==> src/pgt_defs.svh <==
// constants for the paired general timers
// included by the timer modules pgt_tick and pgt_timers, not by the package
`ifndef PGT_DEFS_SVH
`define PGT_DEFS_SVH
`define PGT_CON_ON 15
`define PGT_CON_GATE 6
`define PGT_CON_PS_HI 5
`define PGT_CON_PS_LO 4
`define PGT_CON_T32 3
`define PGT_CON_CS 1
`define PGT_CON_RST 16'h0000
`define PGT_PR_RST 16'hFFFF
`define PGT_CNT_RST 16'h0000
`endif

==> src/pgt_pkg.sv <==
// types for the paired general timers
// needs no include; nothing from pgt_defs.svh is used here
package pgt_pkg;
    typedef enum logic [1:0] {
        PGT_DIV1,
        PGT_DIV8,
        PGT_DIV64,
        PGT_DIV256
    } pgt_ps_t;
endpackage

==> src/pgt_tick.sv <==
// prescaler and gate qualifier for one timer
// inputs already synchronised to clk_sys
`timescale 1ns/1ps
`include "pgt_defs.svh"
module pgt_tick
    import pgt_pkg::*;
(
    input wire logic clk_sys,
    input wire logic rst,
    input wire logic enable,
    input wire logic use_ext,
    input wire logic gate_mode,
    input wire logic [1:0] ps_sel,
    input wire logic ext_clk_s,
    input wire logic gate_s,
    output logic tick
);
    logic ext_prev_q, ext_prev_d;
    logic [7:0] ps_q, ps_d;
    logic src;
    logic [7:0] lim;
    always_comb begin
        ext_prev_d = ext_clk_s;
        // source edge: rising edge of count clock, or sys clock, gated when gate_mode
        if (use_ext) begin
            src = ext_clk_s & ~ext_prev_q;
        end else if (gate_mode) begin
            src = gate_s;
        end else begin
            src = 1'b1;
        end
        case (pgt_ps_t'(ps_sel))
            PGT_DIV1: lim = 8'h00;
            PGT_DIV8: lim = 8'h07;
            PGT_DIV64: lim = 8'h3F;
            PGT_DIV256: lim = 8'hFF;
            default: lim = 8'h00;
        endcase
        ps_d = ps_q;
        tick = 1'b0;
        if (!enable) begin
            ps_d = 8'h00;
        end else if (src) begin
            if (ps_q >= lim) begin
                ps_d = 8'h00;
                tick = 1'b1;
            end else begin
                ps_d = ps_q + 8'h01;
            end
        end
    end
    always_ff @(posedge clk_sys) begin
        if (rst) begin
            ext_prev_q <= 1'b0;
            ps_q <= 8'h00;
        end else begin
            ext_prev_q <= ext_prev_d;
            ps_q <= ps_d;
        end
    end
endmodule

==> src/pgt_timers.sv <==
// How it works
// - two pairs, each 32-bit or two 16-bit
// - pair modes: split, 32-bit timer, counter
// - each 16-bit timer: timer or counter
// - lower timers hold low word
// - upper control ignored in 32-bit mode
// - pair uses lower timer clock, gate
// - 32-bit match flags upper timer
// - gate, prescaler
// - only timers two/three feed capture/compare
// - converter trigger: pairs or timers three/five
// - all four timers may request DMA
// four 16-bit timers joined as two pairs
// control, period and flag-clear come as ports from the core
`timescale 1ns/1ps
`include "pgt_defs.svh"
module pgt_timers
    import pgt_pkg::*;
(
    input wire logic clk_sys,
    input wire logic rst,
    input wire logic [15:0] timer_two_control,
    input wire logic [15:0] timer_three_control,
    input wire logic [15:0] timer_four_control,
    input wire logic [15:0] timer_five_control,
    input wire logic [63:0] period,
    input wire logic [3:0] ext_clk,
    input wire logic [3:0] ext_gate,
    input wire logic [3:0] flag_clr,
    output logic [63:0] count,
    output logic [3:0] irq_flag,
    output logic [3:0] dma_req,
    output logic [1:0] capture_base_tick,
    output logic first_converter_trig
);
    logic [3:0] clk_m_q, clk_s_q, gate_m_q, gate_s_q;
    logic [15:0] con [4];
    logic [15:0] cnt_q [4];
    logic [15:0] cnt_d [4];
    logic [15:0] pr [4];
    logic [3:0] tick, match, flag_q, flag_d, dma_q, dma_d;
    logic [3:0] clr_cnt;
    logic [1:0] cap_q, cap_d;
    logic trig_q, trig_d;
    logic [1:0] pair32;
    assign con[0] = timer_two_control;
    assign con[1] = timer_three_control;
    assign con[2] = timer_four_control;
    assign con[3] = timer_five_control;
    // pair mode bit lives only in the lower control
    assign pair32[0] = timer_two_control[`PGT_CON_T32];
    assign pair32[1] = timer_four_control[`PGT_CON_T32];
    genvar g;
    generate
        for (g = 0; g < 4; g++) begin : g_tmr
            localparam int LO = g & 2;
            logic [15:0] c;
            logic ck, gt;
            assign pr[g] = period[g*16 +: 16];
            // upper timer borrows lower's control, clock, gate
            assign c = (pair32[g/2] && (g % 2 == 1)) ? con[LO] : con[g];
            assign ck = (pair32[g/2]) ? clk_s_q[LO] : clk_s_q[g];
            assign gt = (pair32[g/2]) ? gate_s_q[LO] : gate_s_q[g];
            pgt_tick u_tick (
                .clk_sys(clk_sys),
                .rst(rst),
                .enable(c[`PGT_CON_ON]),
                .use_ext(c[`PGT_CON_CS]),
                .gate_mode(c[`PGT_CON_GATE] & ~c[`PGT_CON_CS]),
                .ps_sel(c[`PGT_CON_PS_HI:`PGT_CON_PS_LO]),
                .ext_clk_s(ck),
                .gate_s(gt),
                .tick(tick[g])
            );
        end
    endgenerate
    always_comb begin
        logic [31:0] full;
        logic [31:0] fpr;
        full = 32'h0;
        fpr = 32'h0;
        for (int i = 0; i < 4; i++) begin
            cnt_d[i] = cnt_q[i];
            match[i] = 1'b0;
            clr_cnt[i] = 1'b0;
        end
        for (int p = 0; p < 2; p++) begin
            full = {cnt_q[2*p+1], cnt_q[2*p]};
            fpr = {pr[2*p+1], pr[2*p]};
            if (pair32[p]) begin
                if (tick[2*p]) begin
                    if (full == fpr) begin
                        match[2*p+1] = 1'b1;
                        cnt_d[2*p] = `PGT_CNT_RST;
                        cnt_d[2*p+1] = `PGT_CNT_RST;
                    end else begin
                        cnt_d[2*p] = cnt_q[2*p] + 16'h0001;
                        if (cnt_q[2*p] == 16'hFFFF) begin
                            cnt_d[2*p+1] = cnt_q[2*p+1] + 16'h0001;
                        end
                    end
                end
            end else begin
                for (int k = 0; k < 2; k++) begin
                    if (tick[2*p+k]) begin
                        if (cnt_q[2*p+k] == pr[2*p+k]) begin
                            match[2*p+k] = 1'b1;
                            cnt_d[2*p+k] = `PGT_CNT_RST;
                        end else begin
                            cnt_d[2*p+k] = cnt_q[2*p+k] + 16'h0001;
                        end
                    end
                end
            end
        end
        // set wins over clear
        flag_d = (flag_q & ~flag_clr) | match;
        dma_d = match;
        cap_d = {tick[1], tick[0]};
        trig_d = match[1] | match[3];
    end
    always_ff @(posedge clk_sys) begin
        if (rst) begin
            clk_m_q <= 4'h0;
            clk_s_q <= 4'h0;
            gate_m_q <= 4'h0;
            gate_s_q <= 4'h0;
            for (int i = 0; i < 4; i++) begin
                cnt_q[i] <= `PGT_CNT_RST;
            end
            flag_q <= 4'h0;
            dma_q <= 4'h0;
            cap_q <= 2'h0;
            trig_q <= 1'b0;
        end else begin
            clk_m_q <= ext_clk;
            clk_s_q <= clk_m_q;
            gate_m_q <= ext_gate;
            gate_s_q <= gate_m_q;
            for (int i = 0; i < 4; i++) begin
                cnt_q[i] <= cnt_d[i];
            end
            flag_q <= flag_d;
            dma_q <= dma_d;
            cap_q <= cap_d;
            trig_q <= trig_d;
        end
    end
    assign count = {cnt_q[3], cnt_q[2], cnt_q[1], cnt_q[0]};
    assign irq_flag = flag_q;
    assign dma_req = dma_q;
    assign capture_base_tick = cap_q;
    assign first_converter_trig = trig_q;
endmodule

==> config.mk <==
export PLATFORM = sky130hd
export DESIGN_NAME = pgt_timers
export DESIGN_NICKNAME = d
export VERILOG_FILES = /design/src/pgt_pkg.sv /design/src/pgt_tick.sv /design/src/pgt_timers.sv
export VERILOG_INCLUDE_DIRS = /design/src
export SDC_FILE = /design/constraint.sdc
export NUM_CORES = 1
export LEC_CHECK = 0
export ABC_AREA = 1
export BUFFER_PORTS_ARGS = -buffer_cell sky130_fd_sc_hd__buf_2
export CAP_MARGIN = 20
export CORE_UTILIZATION = 51
export CTS_BUF_LIST = sky130_fd_sc_hd__clkbuf_8
export CTS_CLUSTER_DIAMETER = 80
export DETAILED_ROUTE_END_ITERATION = 10
export GPL_TIMING_DRIVEN = 0
export PLACE_DENSITY = 0.78
export RECOVER_POWER = 100
export SLEW_MARGIN = 20
export SYNTH_ARGS = -nofsm -noshare
export SYNTH_HDL_FRONTEND = slang
export SYNTH_SLANG_ARGS = --single-unit
==> constraint.sdc <==
create_clock -name clk_sys -period 2.4 [get_ports clk_sys]
set_clock_uncertainty 0.1 [all_clocks]
set_input_delay 0.12 -clock clk_sys [delete_from_list [all_inputs] [get_ports clk_sys]]
set_output_delay 0.12 -clock clk_sys [all_outputs]
set_load 0.01 [all_outputs]
# ---- Word level (Yosys, flattened, before mapping)
# Memory sizes are Yosys's and may differ from the RTL's.
# Cells that the tools add are included.
dict set report classes {
  add_sub_neg 8
  eq_ne 20
  mux 73
  n_lt_le_gt_ge 4
  n_reduce_logical 8
  bitwise_logic 28
}
# op n
set ops {}
lappend ops {{$mux W16} 16}
lappend ops {{$mux W32} 6}
lappend ops {{$pmux W8 S4} 4}
lappend ops {{$add A16 B1 Y16 const B} 4}
lappend ops {{$eq A16 B16 Y1} 4}
lappend ops {{$eq A32 B32 Y1} 2}
lappend ops {{$mux W1} 43}
lappend ops {{$add A8 B1 Y8 const B} 4}
lappend ops {{$eq A16 B16 Y1 const B} 2}
lappend ops {{$ge A8 B8 Y1} 4}
lappend ops {{$mux W8} 4}
lappend ops {{$eq A2 B2 Y1 const B} 8}
lappend ops {{$not A1 Y1} 12}
lappend ops {{$and A1 B1 Y1} 8}
lappend ops {{$eq A2 B1 Y1 const B} 4}
lappend ops {{$logic_not A2 Y1} 4}
lappend ops {{$reduce_or A2 Y1} 4}
lappend ops {{$or A1 B1 Y1} 5}
lappend ops {{$and A4 B4 Y4} 1}
lappend ops {{$not A4 Y4} 1}
lappend ops {{$or A4 B4 Y4} 1}
dict set report totals {
  wordCells 158
  input_bits 142
  reg_bits 63
  mem_bits_rw 64
  out_inout_bits 75
  n_memories 1
}
# memory words width read_ports rd_ports_with_merged_regs wr line_no
set memory_table {}
lappend memory_table {cnt_q 4 16 4 0 4 pgt_timers.sv:38} ;# logic [15:0] cnt_q [4];

# ---- Longest topological paths before layout
# Gate-level depths: netlist of the first run.
dict set report logic_depth {
  depth_word 10
  mapped_depth 19
  depth_no_buf 19
}

# ---- Hierarchy
# A second synthesis of the first run with hierarchy kept.
dict set report unflattened {
  cells_unflattened 1269
  hier_area_um2 8235.4
}
# module area_per_inst_um2 cells_each n_inst seq_area_each_um2
set modules_own_cells {}
lappend modules_own_cells {pgt_timers 5688.0 869 1 1821.7}
lappend modules_own_cells {pgt_tick 636.9 100 4 180.2}

# ---- Least setup slack after synthesis of the first run
# Ideal clock, no wire load.
dict set report synth_path {
  kind {register to register}
  startpoint {memory cnt_q[2][0]}
  endpoint {memory cnt_q[3][10]}
  setup_slack_ns 0.409
  path_buffers 1
  setup_time_ns 0.069
  path_stages_with_launch 12
  period_less_slack_ns 1.991
  t_required_ns 2.231
  arrival_ns 1.822
  path_cell_list {dfxtp_1 ha_1 nand2_1 or3_1 nor2_2 nand3_1 nand2_1 nand2_2 nand2_4 buf_8 nand2_2 a21oi_2}
}
# element line_no
set synth_rtl {}
lappend synth_rtl {{start: declaration} pgt_timers.sv:38}

==> results.cfg, run 1 <==
[worst_setup_path]
cp-endpoint = cnt_q[3][8]
critPathLaunch = cnt_q[3][10]
worstSetupEndpointType = flop
critPathMaxFanout = 7
reg2reg_slack_ns = 0.17
worstPathArrival_ns = 2.49
critPathLaunchType = flop
crit_type = reg2reg
critical_path_required_ns = 2.66
reg2reg_depth = 13
r2r_start = cnt_q[3][10]
r2r_end = cnt_q[3][8]

[placed_design]
place_ws_ns = -0.0754
port_buffers = 174
place.gp.congestion = 0.899
dp_hpwl_mm = 15.4

[logic_synthesis]
syn_avg_cell_area_um2 = 6.73
synth_area_leaders = dfxtp_1, nand2_1, nor2_1, inv_1, xor2_1
postSynthNetCount = 1385
ys.flop_type = dfxtp_1
ys_warn_count = 0
synth-seq-cells = 127
netlist_instances = 1211
synth_edf_count = 0
synth_area_leader_cell = dfxtp_1
post-synth-top-area-fraction_pct = 31.2
ys_seq_area_share_pct = 31.2
synth_cell_types = 51
async_flop_share_pct = 0
syn-cell-area_um2 = 8150

[floorplan]
coreArea_um2 = 15400
die-area_um2 = 16500
dieHeight_um = 128
die_w_um = 128
ioPinCount = 217
start_util_pct = 52.9
row_count = 45

[global_route]
grt_pass1_wl_mm = 34.0
antenna_found_initial = 0
grt_max_degree = 17
track_usage_pct = 25.7
grt_pass1_vias = 7546
overflow = 0

[layout]
regArea_um2 = 2550
layout-drive-gt1-share_pct = 19.1
diodes = 0
nFillCells = 1454
multiInputGateArea_um2 = 4890
nets = 1594
fin_util_pct = 63.8
area_growth_pct = 20.8
final_cell_mix = nand2_1, nor2_1, buf_2
final_common_cell = nand2_1

[power]
power_density_nw_per_um2 = 450
power_leakage_nw = 4.64
ir_worst_vdd_mv = 0.350
p_total_w = 0.00443

[detailed_routing]
dr_total_vias = 8175
avgRoutedWirePerCell_um = 12.3
viasPerCell = 4.97
drt_iter0_drc = 515
drtPass1Iterations = 5
drtAntennaViolNets = 0
drc = 0
routed_wl_mm = 20.2

[cts]
clk_pin_slew_ns = 0.08
cts.sinks = 127
postCtsSetupBuffers = 0
clkLatencyLatePin_ns = 0.47
cts_tree = yes
cts_buffers = 17
clockBufferDepth = 2
root_buffer = clkbuf_8
htree_levels = 4

[sta]
finalSetupViolCount = 0
post-route-period-util_pct = 92.9
slew_viol_final = 0
setup_ws_ns = 0.170
hold_viol = 0
relSlewSlack_pct = 54.8
fin_crit_ns = 2.23
rsz0062_at_grt = true
worst_pin_slew_ns = 0.678
clock.fmax_mhz = 448

[status]
status = complete, no violations

[flow_run]
maxCapViolCount = 0

[worst_hold_path]
holdPathStages = 4
hold_class = in2reg
[cells by family after synthesis]
family	synth area share [%]
xor gates and xnor gates	11.2
buffers and inverters	9.08
DFF	31.2
and+or+nand+nor	37.7
adders and majority gates	4.91
AOI/OAI and AO/OA	5.94
[stage by stage]
step | cells | hold WS (ns) | area [um^2] | setup TNS (ns)
2_1_floorplan | 1211 | 0.127 | 8150 | 0
3_3_place_gp | 1596 | 0.222 | 9290 | -0.0179
3_5_place_dp | 1596 | 0.228 | 9290 | -0.246
4_1_cts | 1644 | 0.0539 | 9850 | 0
5_1_grt | 1644 | 0.0846 | 9850 | -0.00282
6_report | 1644 | 0.0499 | 9850 | 0
[state kept, by name (all words and copies together), names as in the netlist, 2 cells and up]
register / flops
capture_base_tick: 2
clk_m_q: 4
clk_s_q: 4
cnt_q: 64
dma_req: 4
g_tmr.u_tick.ext_prev_q: 4
g_tmr.u_tick.ps_q: 32
gate_m_q: 4
gate_s_q: 4
irq_flag: 4
[routing by layer]
layer | share of wire, % | GRT usage (%) | up-vias
met3 | 5.9 | 5.32 | 27
met1 | 44 | 30.9 | 3646
met2 | 49 | 46.1 | 262
met4 | 1.2 | 7.34 | 0
li1 | - | - | 4240
met5 | 0 | 0 | -
[power breakdown]
part	switching, W	total [W]	internal [W]
sequential	0.0000121	0.00214	0.00213
clock	0.000952	0.00188	0.000930
combinational	0.000230	0.000411	0.000181
total	0.00119	0.00443	0.00324
[worst min-delay path by stage]
stage	from	end	slack, ns
finish	timer_two_control[15]	cnt_q[0][2]	0.05
global route	timer_two_control[15]	cnt_q[0][2]	0.08
CTS	timer_two_control[15]	g_tmr[0].u_tick.ps_q[2]	0.05
detailed placement	ext_clk[1]	clk_m_q[1]	0.23
global placement	ext_gate[1]	gate_m_q[1]	0.22
floorplan	ext_clk[0]	clk_m_q[0]	0.13
[area by class of cell]
type / instances / area share, %
sequential: 127 / 25.9
buffer: 26 / 1.77
inverter: 151 / 5.76
clock inverter: 15 / 1.66
multi-input combinational: 907 / 49.6
timing repair buffer: 190 / 10.3
tap: 211 / 2.68
clock buffer: 17 / 2.38
[worst max-delay path, stage by stage (launching register included)]
cell and delay [ns]:
dfxtp_1 0.51, inv_2 0.05, nand2_1 0.06, nand2_1 0.04
nor2_1 0.15, and2b_1 0.15, nand2_1 0.06, nor2_2 0.18
nand2_1 0.21, nand2_1 0.31, or2_0 0.15, nand2_1 0.05
nand2_1 0.06, nor2_1 0.04
[synthesized netlist by cell type (10+ instances only)]
cell	number
nor2_1	203
inv_2	10
dfxtp_1	127
a21oi_1	38
inv_1	140
o21ai_0	13
nand2_2	15
nand3b_1	13
nand3_1	97
nand4_1	18
nand2_1	268
xnor2_1	45
ha_1	32
xor2_1	59
nor2_2	11
nor3_1	37
[what timing repair did]
action	in CTS	in global routing
hold endpoints to repair	18	0
resized for setup	0	6
hold buffers	16	0
endpoints found under the setup margin	0	30
(Power assumes the default switching activity.)
==> run 2, diff against run 1 <==
Settings changed: CTS_BUF_LIST sky130_fd_sc_hd__clkbuf_8 to unset.
==> run 2 against run 1 <==
Net effect: sequential share of layout area shrank 0.26 points; combinational power is essentially flat; via count shrank 0.38%; worst setup slack lost 0.018 ns; maximum frequency shrank 0.81%; final cell count shrank 0.12%; clock-buffer cell count is the same; critical path depth shrank 2; first-iteration DRC count shrank 3.3%; wire length grew 1.0%; total power grew 15%; final area grew 0.86%; critical path type unchanged; largest cell class unchanged.
==> results.cfg, run 2 (synthesis gave the netlist of run 1 again) <==
[placed_design]
placed_area_um2 = 9290
dp_cells = 1596
port_buffers = 174
place.gp.congestion = 0.899
dp_hpwl_mm = 15.4

[layout]
largest_reg_flops = 64
regArea_um2 = 2540
final_cell_mix = nand2_1, nor2_1, inv_1
nFillCells = 1452
regMostFlops = cnt_q
fin_area_um2 = 9930
area_growth_pct = 21.8
multiInputGateArea_um2 = 4880
nets = 1592
final_cells = 1642
layout-drive-gt1-share_pct = 14.8
top_regs = cnt_q (64), g_tmr.u_tick.ps_q (32)
fin_util_pct = 64.4
final_common_cell = nand2_1
diodes = 0

[cts]
clk_pin_slew_ns = 0.06
htree_levels = 4
clockBufferDepth = 2
root_buffer = clkbuf_16
cts.sinks = 127
clkLatencyLatePin_ns = 0.43
cts_tree = yes
cts_buffers = 17

[status]
status = complete, no violations

[worst_setup_path]
worstSetupEndpointType = flop
worstPathArrival_ns = 2.47
timing.critical_path.mode_cell = nand2_1
critPathSlowestCell = dfxtp_1
critPathLaunch = cnt_q[3][14]
r2r_start = cnt_q[3][14]
critPathLaunchType = flop
max_stage_delay_ns = 0.47
critical_path_required_ns = 2.62
critPathMaxFanout = 7
reg2reg_depth = 11
r2r_end = cnt_q[3][8]
cp-endpoint = cnt_q[3][8]
reg2reg_slack_ns = 0.15
path_cells = xnor2_1, nand2_1, and2b_1, nand2_1, nor2_2, nand2_1, nand2_1, or2_0, nand2_1, nand2_1, nor2_1
crit_type = reg2reg

[worst_hold_path]
hold_class = in2reg
holdPathStages = 4

[sta]
worst_pin_slew_ns = 0.712
fin_crit_ns = 2.25
finalSetupViolCount = 0
rsz0062_at_grt = true
clock.fmax_mhz = 445
hold_viol = 0
slew_viol_final = 0
post-route-period-util_pct = 93.7
whs_ns = 0.0350
relSlewSlack_pct = 52.5

[detailed_routing]
drc = 0
dr_total_vias = 8144
drtPass1Iterations = 7
drt_iter0_drc = 498
avgRoutedWirePerCell_um = 12.4
routed_wl_mm = 20.4
viasPerCell = 4.96
drtAntennaViolNets = 0

[floorplan]
dieHeight_um = 128
start_util_pct = 52.9
row_count = 45
die_w_um = 128
die-area_um2 = 16500
ioPinCount = 217
coreArea_um2 = 15400

[global_route]
antenna_found_initial = 1
grt_pass1_vias = 7555
grt_pass1_wl_mm = 34.1
grt_max_degree = 17
track_usage_pct = 25.9
overflow = 0

[power]
p_total_w = 0.00512
p_sw_w = 0.00127
p_sw_share_pct = 24.9
clock_power_share_pct = 50.1
p_int_w = 0.00385
pwr-share-seq_pct = 41.9
comb_power_share_pct = 8.0
ir_worst_vdd_mv = 0.542
power_density_nw_per_um2 = 515
power_leakage_nw = 4.45

[flow_run]
maxCapViolCount = 0
-- run 2: layout make-up --
type | count | share of cell area, %
multi-input combinational | 907 | 49.1
sequential | 127 | 25.6
timing repair buffer | 188 | 9.23
inverter | 151 | 5.71
clock buffer | 17 | 4.28
tap | 211 | 2.66
buffer | 26 | 1.71
clock inverter | 15 | 1.65
-- run 2: what timing repair did --
item | 4_1_cts | 5_1_grt
gates resized for setup | 0 | 5
hold endpoints to repair | 15 | 0
buffers inserted | 0 | 0
hold buffers | 14 | 0
endpoints found under the setup margin | 0 | 32
-- run 2: worst min path at each step --
stage | start | end | slack [ns]
3_5_place_dp | ext_clk[1] | clk_m_q[1] | 0.23
5_1_grt | timer_five_control[15] | cnt_q[3][15] | 0.07
2_1_floorplan | ext_clk[0] | clk_m_q[0] | 0.13
6_report | timer_four_control[15] | dma_req[2] | 0.04
4_1_cts | timer_four_control[15] | dma_req[2] | 0.02
3_3_place_gp | ext_gate[1] | gate_m_q[1] | 0.22
-- run 2: critical path, delay by kind of cell, from the launching register on --
family	cells	cell delay [ns]
flops	1	0.47
simple gates	10	1.42
xor+xnor	1	0.16
-- run 2: power groups by stage --
stage | Sequential, W | Combinational (W) | Clock [W]
floorplan | 0.00219 | 0.000233 | 0
global placement | 0.00219 | 0.000377 | 0
detailed placement | 0.00219 | 0.000388 | 0
CTS | 0.00214 | 0.000408 | 0.00260
global route | 0.00215 | 0.000461 | 0.00270
finish | 0.00214 | 0.000408 | 0.00257
-- run 2: routing by layer --
metal	wire, um	GRT usage [%]	part of all wire, %
met3	1260	5.82	6.2
met2	9860	45.9	48
met4	332	8.58	1.6
met5	13	0	0.064
met1	8930	30.7	44
-- run 2: through the flow --
stage | TNS (ns) | setup slack [ns]
4_1_cts | 0 | 0.121
2_1_floorplan | 0 | 0.409
5_1_grt | -0.0270 | -0.0119
6_report | 0 | 0.152
3_3_place_gp | -0.0179 | -0.00952
3_5_place_dp | -0.246 | -0.0754
==> run 3, diff against run 2 <==
--- a/config.mk
+++ b/config.mk
@@ -12,2 +12,3 @@
 export CORE_UTILIZATION = 51
+export CTS_BUF_LIST = sky130_fd_sc_hd__clkbuf_4 sky130_fd_sc_hd__clkbuf_8 sky130_fd_sc_hd__clkbuf_16
 export CTS_CLUSTER_DIAMETER = 80
==> constraint.sdc (replaced) <==
create_clock -name clk_sys -period 2.4 [get_ports clk_sys]
set_clock_uncertainty 0.1 [all_clocks]
set_input_delay 0.24 -clock clk_sys [delete_from_list [all_inputs] [get_ports clk_sys]]
set_output_delay 0.24 -clock clk_sys [all_outputs]
set_load 0.01 [all_outputs]
==> run 3 against run 2 <==
Net effect: sequential share of layout area is 0.091 points higher; via count is 0.27% lower; largest power group unchanged; maximum frequency hardly changed; wire length is 0.32% lower; critical path depth stayed put.
==> results.cfg, run 3 (synthesis gave the netlist of run 1 again) <==
[layout]
layout-drive-gt1-share_pct = 14.8
final_common_cell = nand2_1
final_cells = 1639
top_regs = cnt_q (64), g_tmr.u_tick.ps_q (32)
regMostFlops = cnt_q
fin_util_pct = 64.2
nets = 1589
diodes = 0
final_cell_mix = nand2_1, nor2_1, inv_1
area_growth_pct = 21.4
largest_reg_flops = 64

[global_route]
grt_pass1_wl_mm = 34.2
grt_pass1_vias = 7576
antenna_found_initial = 1
track_usage_pct = 25.9
grt_max_degree = 17
overflow = 0

[worst_setup_path]
worstPathArrival_ns = 2.47
reg2reg_depth = 11
crit_type = reg2reg
critPathMaxFanout = 7
path_cells = xnor2_1, nand2_1, and2b_1, nand2_1, nor2_2, nand2_1, nand2_1, or2_0, nand2_1, nand2_1, nor2_1
worstSetupEndpointType = flop
critPathSlowestCell = dfxtp_1
critPathLaunchType = flop
critical_path_required_ns = 2.62
timing.critical_path.mode_cell = nand2_1
max_stage_delay_ns = 0.47

[worst_hold_path]
holdPathStages = 3
hold_class = in2reg

[sta]
fin_crit_ns = 2.25
hold_viol = 0
rsz0062_at_grt = true
finalSetupViolCount = 0
post-route-period-util_pct = 93.7
relSlewSlack_pct = 52.1
worst_pin_slew_ns = 0.719
slew_viol_final = 0
clock.fmax_mhz = 444

[detailed_routing]
routed_wl_mm = 20.3
avgRoutedWirePerCell_um = 12.4
drtAntennaViolNets = 0
drt_iter0_drc = 496
viasPerCell = 4.96
dr_total_vias = 8122
drtPass1Iterations = 5
drc = 0

[cts]
postCtsSetupBuffers = 0
clk_pin_slew_ns = 0.06
root_buffer = clkbuf_16
clkLatencyLatePin_ns = 0.43
cts.sinks = 127
clockBufferDepth = 2
htree_levels = 4
cts_buffers = 17
cts_tree = yes

[power]
power_leakage_nw = 4.44
power_density_nw_per_um2 = 517
p_total_w = 0.00512
ir_worst_vdd_mv = 0.544

[floorplan]
start_util_pct = 52.9
die-area_um2 = 16500
ioPinCount = 217
die_w_um = 128
row_count = 45
coreArea_um2 = 15400
dieHeight_um = 128

[placed_design]
port_buffers = 174
place.gp.congestion = 0.899
dp_hpwl_mm = 15.4
dp_cells = 1596

[status]
status = complete, no violations

[flow_run]
maxCapViolCount = 0
-- run 3: metrics by stage --
step                worst slack [ns]  hold slack (ns)  cell area, um^2  TNS, ns
floorplan                      0.318            0.247             8150        0
global placement              -0.130            0.289             9290   -0.832
detailed placement            -0.195            0.295             9290    -2.45
CTS                            0.121          0.00228             9990        0
global route                -0.00868           0.0112             9900  -0.0174
finish                         0.150           0.0127             9900        0
-- run 3: per-layer routing --
layer | share of wire, % | wire length (um) | track usage, % | vias to the layer above
li1 | - | - | - | 4238
met1 | 45 | 9050 | 30.7 | 3606
met2 | 48 | 9750 | 45.9 | 246
met3 | 5.9 | 1190 | 5.82 | 30
met4 | 1.6 | 327 | 8.58 | 2
met5 | 0.064 | 13 | 0 | -
-- run 3: path summary, 6_finish.rpt --
check | slack [ns] | from | endpoint
worst min-delay path | 0.01 | flag_clr[2] | irq_flag[2]
worst max register to register | 0.15 | cnt_q[3][14] | cnt_q[3][8]
worst min register to register | 0.30 | gate_m_q[0] | gate_s_q[0]
worst max-delay path | 0.15 | cnt_q[3][14] | cnt_q[3][8]
-- run 3: cell type report --
cell class | instances | area, um^2
Timing Repair Buffer | 185 | 887
Tap cell | 211 | 264
Multi-Input combinational cell | 907 | 4880
Buffer | 26 | 170
Fill cell | 1460 | 5530
Inverter | 151 | 567
Sequential cell | 127 | 2540
Clock inverter | 15 | 164
Clock buffer | 17 | 425
-- run 3: worst max-delay path: cells and delay by family, from the launching register on --
kind	cells	cell delay, ns
XOR/XNOR	1	0.16
flip-flops	1	0.47
AND/OR/NAND/NOR	10	1.40
-- run 3: report_power, final --
part / leakage (nW) / switching (W) / internal, W
clock: 0.272 / 0.00104 / 0.00154
combinational: 3.14 / 0.000228 / 0.000176
sequential: 1.03 / 0.0000128 / 0.00213
-- run 3: what timing repair did --
item                       in CTS  in global routing
resized for setup               0                  4
hold endpoints to repair       11                  0
hold buffers                   11                  0
setup endpoints to repair       0                 32
